### config.mk
export PLATFORM = sky130hd
export DESIGN_NAME = lcdst_regs
export DESIGN_NICKNAME = d
export VERILOG_FILES = /design/src/lcdst_pkg.sv /design/src/lcdst_regs.sv /design/src/lcdst_gate.sv
export SDC_FILE = /design/constraint.sdc
export NUM_CORES = 1
export LEC_CHECK = 0
export ABC_AREA = 1
export ABC_CLOCK_PERIOD_IN_PS = 2260
export BUFFER_PORTS_ARGS = -buffer_cell sky130_fd_sc_hd__buf_2
export CAP_MARGIN = 20
export CORE_MARGIN = 1.5
export CORE_UTILIZATION = 50
export DETAILED_ROUTE_END_ITERATION = 10
export PLACE_DENSITY = 0.9
export SYNTH_ARGS = -nofsm -noshare
export SYNTH_HDL_FRONTEND = slang
export SYNTH_HIERARCHICAL = 1
export SYNTH_SLANG_ARGS = --single-unit
export TNS_END_PERCENT = 50
### constraint.sdc
create_clock -name clk_i -period 2.26 [get_ports clk_i]
set_input_delay 0.452 -clock clk_i [delete_from_list [all_inputs] [get_ports clk_i]]
set_output_delay 0.452 -clock clk_i [all_outputs]
set_load 0.01 [all_outputs]
### src/lcdst_pkg.sv
// Package: register map, field layout and reset values of the LCD supply trim block
package lcdst_pkg;

	localparam int         ADDR_W          = 4;
	localparam int         DATA_W          = 8;

	// *****************************
	// Register offsets
	// *****************************
	localparam logic [3:0] OFS_RAIL_TRIM   = 4'h0;
	localparam logic [3:0] OFS_BG_CONTROL  = 4'h1;
	localparam logic [3:0] OFS_SUPPLY_CTRL = 4'h2;

	// *****************************
	// Field positions
	// *****************************
	localparam int         COARSE_MSB      = 7;
	localparam int         COARSE_LSB      = 4;
	localparam int         RAIL_RSVD_BIT   = 3;
	localparam int         FINE_MSB        = 2;
	localparam int         FINE_LSB        = 0;
	localparam int         REF_RUN_BIT     = 7;
	localparam int         BG_RSVD_MSB     = 6;
	localparam int         BG_RSVD_LSB     = 3;
	localparam int         REF_TRIM_MSB    = 2;
	localparam int         REF_TRIM_LSB    = 0;
	localparam int         SUPPLY_ON_BIT   = 0;

	// *****************************
	// Reset and fixed values
	// *****************************
	localparam logic [3:0] COARSE_RST      = 4'h0;
	localparam logic [2:0] FINE_RST        = 3'h0;
	localparam logic [2:0] REF_TRIM_RST    = 3'h0;
	localparam logic       REF_RUN_RST     = 1'b0;
	localparam logic       SUPPLY_ON_RST   = 1'b0;
	localparam logic [7:0] RAIL_RSVD_MASK  = 8'h08;
	localparam logic [7:0] BG_RSVD_MASK    = 8'h78;
	localparam logic [7:0] UNMAPPED_READ   = 8'h00;

endpackage

### src/lcdst_regs.sv
// LCD supply trim register bank: rail trim, band-gap control, supply-on
`timescale 1ns/1ns
module lcdst_regs
(
	input  wire logic                        clk_i,
	input  wire logic                        nrst_i,
	input  wire logic [lcdst_pkg::ADDR_W-1:0] addr_i,
	input  wire logic [lcdst_pkg::DATA_W-1:0] wdata_i,
	input  wire logic                        wr_i,
	input  wire logic                        rd_i,
	input  wire logic                        standby_i,
	output logic      [lcdst_pkg::DATA_W-1:0] rdata_o,
	output logic      [3:0]                  coarse_trim_o,
	output logic      [2:0]                  fine_trim_o,
	output logic                             reference_run_o,
	output logic      [2:0]                  reference_trim_o,
	output logic                             supply_en_o
);
	import lcdst_pkg::*;

	// *****************************
	// State
	// *****************************
	typedef struct packed
	{
		logic [3:0] coarse;
		logic [2:0] fine;
		logic       run;
		logic [2:0] ref_trim;
		logic       supply_on;
		logic [7:0] rdata;
	} lcdst_state_t;

	lcdst_state_t state_reg;
	lcdst_state_t state_next;

	// *****************************
	// Elaboration checks
	// *****************************
	// Field slices are fixed below; a changed map must stop here, not in silicon
	if (DATA_W != 8)
	begin : g_chk_data_w
		$error("lcdst_regs expects an 8-bit data bus");
	end

	if (ADDR_W != 4)
	begin : g_chk_addr_w
		$error("lcdst_regs expects a 4-bit address");
	end

	if (COARSE_MSB - COARSE_LSB != 3)
	begin : g_chk_coarse
		$error("coarse trim field must be 4 bits wide");
	end

	if (FINE_MSB - FINE_LSB != 2)
	begin : g_chk_fine
		$error("fine trim field must be 3 bits wide");
	end

	if (REF_TRIM_MSB - REF_TRIM_LSB != 2)
	begin : g_chk_ref_trim
		$error("reference trim field must be 3 bits wide");
	end

	if (RAIL_RSVD_MASK != 8'(1 << RAIL_RSVD_BIT))
	begin : g_chk_rail_rsvd
		$error("rail trim reserved mask must hold only its reserved bit");
	end

	if (BG_RSVD_MASK[REF_RUN_BIT] || !BG_RSVD_MASK[BG_RSVD_MSB] || !BG_RSVD_MASK[BG_RSVD_LSB])
	begin : g_chk_bg_rsvd
		$error("band-gap reserved mask must cover its reserved bits only");
	end

	if (OFS_RAIL_TRIM == OFS_BG_CONTROL || OFS_RAIL_TRIM == OFS_SUPPLY_CTRL || OFS_BG_CONTROL == OFS_SUPPLY_CTRL)
	begin : g_chk_offsets
		$error("register offsets must be distinct");
	end

	if (SUPPLY_ON_BIT >= DATA_W)
	begin : g_chk_supply_bit
		$error("supply-on bit must lie inside the data bus");
	end

	// *****************************
	// Decode
	// *****************************
	// Holes in the map read zero and swallow writes
	function automatic logic is_mapped(input logic [3:0] a);
		return a == OFS_RAIL_TRIM || a == OFS_BG_CONTROL || a == OFS_SUPPLY_CTRL;
	endfunction

	function automatic logic [7:0] read_mux(input lcdst_state_t s, input logic [3:0] a);
		logic [7:0] v;
		v = UNMAPPED_READ;
		unique case (a)
			OFS_RAIL_TRIM:   v = {s.coarse, 1'b0, s.fine} | RAIL_RSVD_MASK;
			OFS_BG_CONTROL:  v = {s.run, 4'h0, s.ref_trim} | BG_RSVD_MASK;
			OFS_SUPPLY_CTRL: v = {7'h00, s.supply_on};
			default:         v = UNMAPPED_READ;
		endcase
		return v;
	endfunction

	// *****************************
	// Next state
	// *****************************
	always_comb
	begin
		state_next = state_reg;
		// Read data valid only the cycle after the strobe
		state_next.rdata = rd_i ? read_mux(state_reg, addr_i) : 8'h00;
		if (wr_i)
		begin
			unique case (addr_i)
				OFS_RAIL_TRIM:
				begin
					state_next.coarse = wdata_i[COARSE_MSB:COARSE_LSB];
					state_next.fine   = wdata_i[FINE_MSB:FINE_LSB];
				end
				OFS_BG_CONTROL:
				begin
					state_next.run      = wdata_i[REF_RUN_BIT];
					state_next.ref_trim = wdata_i[REF_TRIM_MSB:REF_TRIM_LSB];
				end
				OFS_SUPPLY_CTRL: state_next.supply_on = wdata_i[SUPPLY_ON_BIT];
				default:         state_next = state_next;
			endcase
		end
	end

	always_ff @(posedge clk_i)
	begin
		if (!nrst_i)
		begin
			state_reg.coarse    <= COARSE_RST;
			state_reg.fine      <= FINE_RST;
			state_reg.run       <= REF_RUN_RST;
			state_reg.ref_trim  <= REF_TRIM_RST;
			state_reg.supply_on <= SUPPLY_ON_RST;
			state_reg.rdata     <= 8'h00;
		end
		else
			state_reg <= state_next;
	end

	// *****************************
	// Outputs
	// *****************************
	// Codes go out raw; the analog side decodes the offsets
	assign coarse_trim_o    = state_reg.coarse;
	assign fine_trim_o      = state_reg.fine;
	assign reference_run_o  = state_reg.run;
	assign reference_trim_o = state_reg.ref_trim;
	assign rdata_o          = state_reg.rdata;

	lcdst_gate u_gate
	(
		.supply_on_i     (state_reg.supply_on),
		.reference_run_i (state_reg.run),
		.standby_i       (standby_i),
		.supply_en_o     (supply_en_o)
	);
endmodule

### src/lcdst_gate.sv
// Supply-on gating: reference halted or standby forces the supply off
`timescale 1ns/1ns
module lcdst_gate
(
	input  wire logic supply_on_i,
	input  wire logic reference_run_i,
	input  wire logic standby_i,
	output logic      supply_en_o
);
	// Combinational so standby takes effect at once
	assign supply_en_o = supply_on_i & reference_run_i & ~standby_i;
endmodule

==> results.py, run 1 <==
metrics = {
    "status": {
        "outcome": "finished clean",
    },
    "grt": {
        "grt_antenna_before_repair": 0,
        "grt_use_total_pct": 20.39,
        "grt_pass1_wl_mm": 3.125,
        "grt_pass1_vias": 762,
        "grt_max_degree": 15,
        "grt-ovfl-total": 0,
    },
    "route": {
        "drt_wl_total_mm": 1.924,
        "drt.antenna.violating_nets": 0,
        "dr.pass1.iters": 4,
        "vias": 825,
        "drt-vias-per-instance": 4.635,
        "drtIter0Drc": 18,
        "drc": 0,
        "avgRoutedWirePerCell_um": 10.81,
    },
    "worst_setup_path": {
        "cp.required_ns": 1.81,
        "crit_path_top_delay_cell": "dfxtp_1",
        "cpPeakStageDelay_ns": 0.40,
        "start_kind": "register",
        "worstPathMaxFanout": 4,
        "critPathArrivalTime_ns": 0.97,
        "crit_type": "register to output pin",
        "worstSetupEndpointType": "output pin",
        "path_cells": "nand2_1 -> nor2_2 -> buf_2",
    },
    "yosys": {
        "synth_area_leader_cell": "dfxtp_1",
        "synthFlopType": "dfxtp_1",
        "synth_nets": 152,
        "yosys-top-cells-area": "dfxtp_1 41%, buf_4 15%, nand2_1 11%",
        "ys_ff_latch": 20,
        "yosys-top-cells-count": "28 x nand2_1, 25 x nor2_1, 20 x buf_4, 20 x dfxtp_1, 16 x inv_1",
        "synth_edf_count": 0,
        "syn_area_um2": 982.2,
        "yosysMostFrequentCell": "nand2_1",
        "synthCells": 135,
        "synth_top_area_share_pct": 40.76,
        "ys_warn_count": 6,
        "syn_area_per_cell_um2": 7.275,
        "synthArstFlopShare_pct": 0,
        "synth_cell_types": 13,
        "ys_seq_area_share_pct": 40.76,
    },
    "cts": {
        "hold_buffers": 0,
        "postCtsSetupRepairBufs": 0,
        "cts-buffers-inserted": 3,
        "clockRootBuffer": "clkbuf_4",
        "clkTransAtPathRegs_ns": 0.10,
        "cts.sinks": 20,
        "ctsLongestPathBuffers": 2,
        "clk_latency_ns": 0.30,
        "cts_resized": 0,
        "cts_tree": "done",
        "cts-htree-levels": 1,
    },
    "floorplan": {
        "dieArea_um2": 2239,
        "top_level_ports": 37,
        "initial_core_util_pct": 55.09,
        "die_y_um": 47.32,
        "core_area_um2": 1783,
        "fp.dieW_um": 47.32,
        "rows": 15,
    },
    "sta": {
        "setup_viol": 0,
        "layout_min_cycle_time_ns": 1.420,
        "tns_ns": 0,
        "hold_viol_final": 0,
        "slew_violations": 0,
        "holdWs_ns": 0.3746,
        "fmax_mhz": 704.2,
        "fin_skew_ns": 0.007766,
        "slew_headroom_pct": 78.43,
        "worst_pin_slew_ns": 0.3228,
        "period_share_pct": 62.84,
        "rsz0062_at_grt": "no",
    },
    "pwr": {
        "vdd_ir_drop_max_v": 0.0003280,
        "p_leak_nw": 0.6042,
        "finalPower_mw": 0.7066,
        "power.density_nw_per_um2": 654.4,
    },
    "final_layout": {
        "layoutNonFillerInstCount": 178,
        "largest_reg_flops": 8,
        "area_growth_pct": 9.937,
        "antenna_cells": 0,
        "drive_gt1_share_pct": 30.07,
        "num-nets-final": 171,
    },
    "worst_hold_path": {
        "min_path_type": "primary input to register",
    },
    "placed_design": {
        "gp_congestion": 0.7714,
        "place_hpwl_mm": 1.462,
        "port_buffers": 35,
        "dp.cells": 174,
    },
    "flow_run": {
        "cap_violations": 0,
    },
}
## critical path: cells and delay by family (launching register included)
kind	cells	cell delay, ns
buffers and inverters	1	0.12
AND/OR/NAND/NOR	2	0.15
flip-flops	1	0.40
## logic make-up (layout without fill, tap and decap cells)
kind of cell | Yosys count | after routing | synth area share (%)
simple gates | 71 | 71 | 33.25
buf+inv | 38 | 56 | 22.93
flops | 20 | 20 | 40.76
compound gates | 6 | 6 | 3.057
## metal layers
metal	GRT usage, %	wire, um
met4	13.89	54
met5	0	0
met3	2.692	96
met1	22.79	769
met2	35.41	1004
## area by class of cell
type	instances	area, um2
clock buffer	3	22.52
clock inverter	1	30.03
fill	154	703.2
inverter	17	63.81
multi-input combinational	77	356.6
sequential	20	400.4
tap	25	31.28
timing repair buffer	35	175.2
## worst paths after layout
| check | startpoint | end | slack [ns] | depth (start not counted) |
|---|---|---|---|---|
| worst max-delay path | reference_run_o$_SDFFE_PN0P_ | supply_en_o | 0.84 | 3 |
| worst min-delay path | wdata_i[6] | coarse_trim_o[2]$_SDFFE_PN0P_ | 0.37 | 3 |
| worst max register to register | reference_trim_o[1]$_SDFFE_PN0P_ | reference_trim_o[1]$_SDFFE_PN0P_ | 1.51 | 4 |
| worst min register to register | coarse_trim_o[1]$_SDFFE_PN0P_ | rdata_o[5]$_SDFF_PN0_ | 0.49 | 2 |
## layout by cell type (no fill, tap or decap), types with 3 or more instances in the layout
master / netlist / routed
buf_2: 0 / 35
nand3_1: 12 / 12
dfxtp_1: 20 / 20
clkbuf_4: 0 / 3
inv_1: 16 / 16
nor2_1: 25 / 25
nor2_4: 3 / 3
a21oi_1: 6 / 6
nand2_1: 28 / 28
## per-stage QoR
step / utilization (%) / worst slack (ns) / cell area [um2]
floorplan: - / 1.180 / 982.2
global placement: 57.61 / 0.8877 / 1027
detailed placement: 57.61 / 0.7801 / 1027
CTS: 60.56 / 0.8263 / 1080
global route: 60.56 / 0.7387 / 1080
finish: 60.56 / 0.8399 / 1080
## report_power, final
group          internal (mW)  switching (mW)  total (mW)
Clock                  0.179           0.108       0.287
Sequential             0.358         0.00365       0.361
Combinational         0.0211          0.0372      0.0583
No activity file was read; power rests on OpenSTA's default activity.
==> run 2, diff against run 1 <==
--- a/config.mk
+++ b/config.mk
@@ -6,13 +6,13 @@
 export NUM_CORES = 1
 export LEC_CHECK = 0
 export ABC_AREA = 1
-export ABC_CLOCK_PERIOD_IN_PS = 2260
+export ABC_CLOCK_PERIOD_IN_PS = 1200
 export BUFFER_PORTS_ARGS = -buffer_cell sky130_fd_sc_hd__buf_2
 export CAP_MARGIN = 20
 export CORE_MARGIN = 1.5
-export CORE_UTILIZATION = 50
+export CORE_UTILIZATION = 43
 export DETAILED_ROUTE_END_ITERATION = 10
-export PLACE_DENSITY = 0.9
+export PLACE_DENSITY = 0.83
 export SYNTH_ARGS = -nofsm -noshare
 export SYNTH_HDL_FRONTEND = slang
 export SYNTH_HIERARCHICAL = 1
==> constraint.sdc (replaced) <==
create_clock -name clk_i -period 1.2 [get_ports clk_i]
set_input_delay 0.24 -clock clk_i [delete_from_list [all_inputs] [get_ports clk_i]]
set_output_delay 0.24 -clock clk_i [all_outputs]
set_load 0.01 [all_outputs]
==> run 2 against run 1 <==
Non-clock buffer count rose by 4; first-iteration DRC count fell by 22%; worst hold slack got worse by 0.21 ns; cell count rose by 3.9%; clock power rose by 31%; sequential power rose by 89%; critical path depth did not move; via count fell by 1.8%; critical endpoint unchanged; largest power group unchanged.
==> results.py, run 2 (same netlist as run 1, synthesis figures left out) <==
metrics = {
    "status": {
        "outcome": "finished clean",
    },
    "worst_setup_path": {
        "reg2reg_from": "reference_run_o$_SDFFE_PN0P_",
        "cp.required_ns": 0.96,
        "critPathLaunch": "state_reg[8]$_SDFFE_PN0P_",
        "worstPathMaxFanout": 3,
        "endpoint": "supply_en_o",
        "r2r-end": "rdata_o[7]$_SDFF_PN0_",
        "critPathArrivalTime_ns": 0.91,
        "start_kind": "register",
        "worstSetupEndpointType": "output pin",
        "r2r_cells": 3,
        "crit_type": "register to output pin",
        "r2r_slack_ns": 0.47,
    },
    "final_layout": {
        "drive_gt1_share_pct": 33.76,
        "area_growth_pct": 12.23,
        "final_cell_mix": "35 x buf_2, 27 x nand2_1, 25 x nor2_1",
        "fill_cells": 196,
        "layoutNonFillerInstCount": 185,
        "num-nets-final": 175,
        "antenna_cells": 0,
        "final_common_cell": "buf_2",
        "largest_reg_flops": 8,
        "fin_area_um2": 1102,
    },
    "floorplan": {
        "core_area_um2": 2191,
        "dieArea_um2": 2580,
        "rows": 17,
        "initial_core_util_pct": 44.83,
        "top_level_ports": 37,
        "die_y_um": 50.79,
        "fp.dieW_um": 50.79,
    },
    "cts": {
        "clk_latency_ns": 0.29,
        "cts-htree-levels": 1,
        "cts_tree": "done",
        "clkTransAtPathRegs_ns": 0.10,
        "cts-buffers-inserted": 3,
        "ctsLongestPathBuffers": 2,
        "cts.sinks": 20,
        "clockRootBuffer": "clkbuf_4",
        "hold_buffers": 0,
    },
    "flow_run": {
        "cap_violations": 0,
    },
    "grt": {
        "grt_use_total_pct": 14.64,
        "grt_antenna_before_repair": 0,
        "grt_pass1_wl_mm": 2.856,
        "grt-ovfl-total": 0,
        "grt_pass1_vias": 718,
        "grt_max_degree": 15,
    },
    "sta": {
        "layout_min_cycle_time_ns": 1.154,
        "holdWs_ns": 0.1676,
        "slew_headroom_pct": 86.89,
        "hold_viol_final": 0,
        "period_share_pct": 96.21,
        "fin_skew_ns": 0.0005962,
        "worst_pin_slew_ns": 0.1961,
        "slew_violations": 0,
        "tns_ns": 0,
        "setup_viol": 0,
        "fmax_mhz": 866.2,
    },
    "route": {
        "dr.pass1.iters": 4,
        "vias": 810,
        "drtIter0Drc": 14,
        "drc": 0,
        "drt-vias-per-instance": 4.378,
        "avgRoutedWirePerCell_um": 9.254,
        "drt.antenna.violating_nets": 0,
        "drt_wl_total_mm": 1.712,
    },
    "pwr": {
        "vdd_ir_drop_max_v": 0.0004725,
        "finalPower_mw": 1.172,
        "power.density_nw_per_um2": 1064,
        "p_leak_nw": 0.6197,
    },
    "placed_design": {
        "gp_congestion": 0.8038,
        "place_hpwl_mm": 1.307,
        "port_buffers": 35,
        "dpl_cell_area_um2": 1054,
        "dp.cells": 180,
    },
    "worst_hold_path": {
        "min_path_type": "primary input to register",
    },
}
-- run 2: per-layer routing --
| layer | GRT usage, % | vias to the layer above | share of wire (%) |
|---|---|---|---|
| met5 | 0 | - | 0 |
| met4 | 9.910 | 0 | 1.4 |
| li1 | - | 434 | - |
| met1 | 16.24 | 353 | 44 |
| met3 | 2.976 | 2 | 4.5 |
| met2 | 25.00 | 21 | 50 |
-- run 2: final cells by class --
type,count,area [um2],area share (%)
sequential,20,402.9,36.55
clock buffer,4,36.28,3.292
inverter,17,63.81,5.789
multi-input combinational,77,359.1,32.58
timing repair buffer,39,205.2,18.62
tap,28,35.03,3.178
-- run 2: what timing repair did --
action                     CTS  global route
setup buffers                0             1
resized for setup            2             1
setup endpoints to repair    1             1
pin swaps                    0             0
gates cloned                 0             0
-- run 2: worst min-delay path by stage --
stage	from	end	slack [ns]	cells past startpoint
global route	wdata_i[6]	coarse_trim_o[2]$_SDFFE_PN0P_	0.17	3
CTS	wdata_i[4]	coarse_trim_o[0]$_SDFFE_PN0P_	0.16	3
global placement	wdata_i[5]	coarse_trim_o[1]$_SDFFE_PN0P_	0.46	3
finish	wdata_i[4]	coarse_trim_o[0]$_SDFFE_PN0P_	0.17	3
detailed placement	coarse_trim_o[1]$_SDFFE_PN0P_	rdata_o[5]$_SDFF_PN0_	0.47	2
floorplan	nrst_i	reference_trim_o[0]$_SDFFE_PN0P_	0.36	2
-- run 2: critical path: stages, from the launching register on --
cell and delay, ns:
dfxtp_2 0.38, nand2_2 0.06, nor2_2 0.07, buf_2 0.12
-- run 2: per-stage QoR --
| stage | setup WS, ns | util, % |
|---|---|---|
| global placement | 0.1664 | 48.09 |
| finish | 0.04551 | 50.31 |
| detailed placement | 0.1453 | 48.09 |
| CTS | 0.03098 | 49.86 |
| floorplan | 0.3322 | - |
| global route | -0.01199 | 50.31 |
-- run 2: power by group --
group	internal [mW]	leakage, nW	switching [mW]	total [mW]
Combinational	0.0470	0.436	0.0696	0.117
Clock	0.185	0.0210	0.190	0.375
Sequential	0.674	0.163	0.00681	0.681
Total	0.906	0.620	0.267	1.17
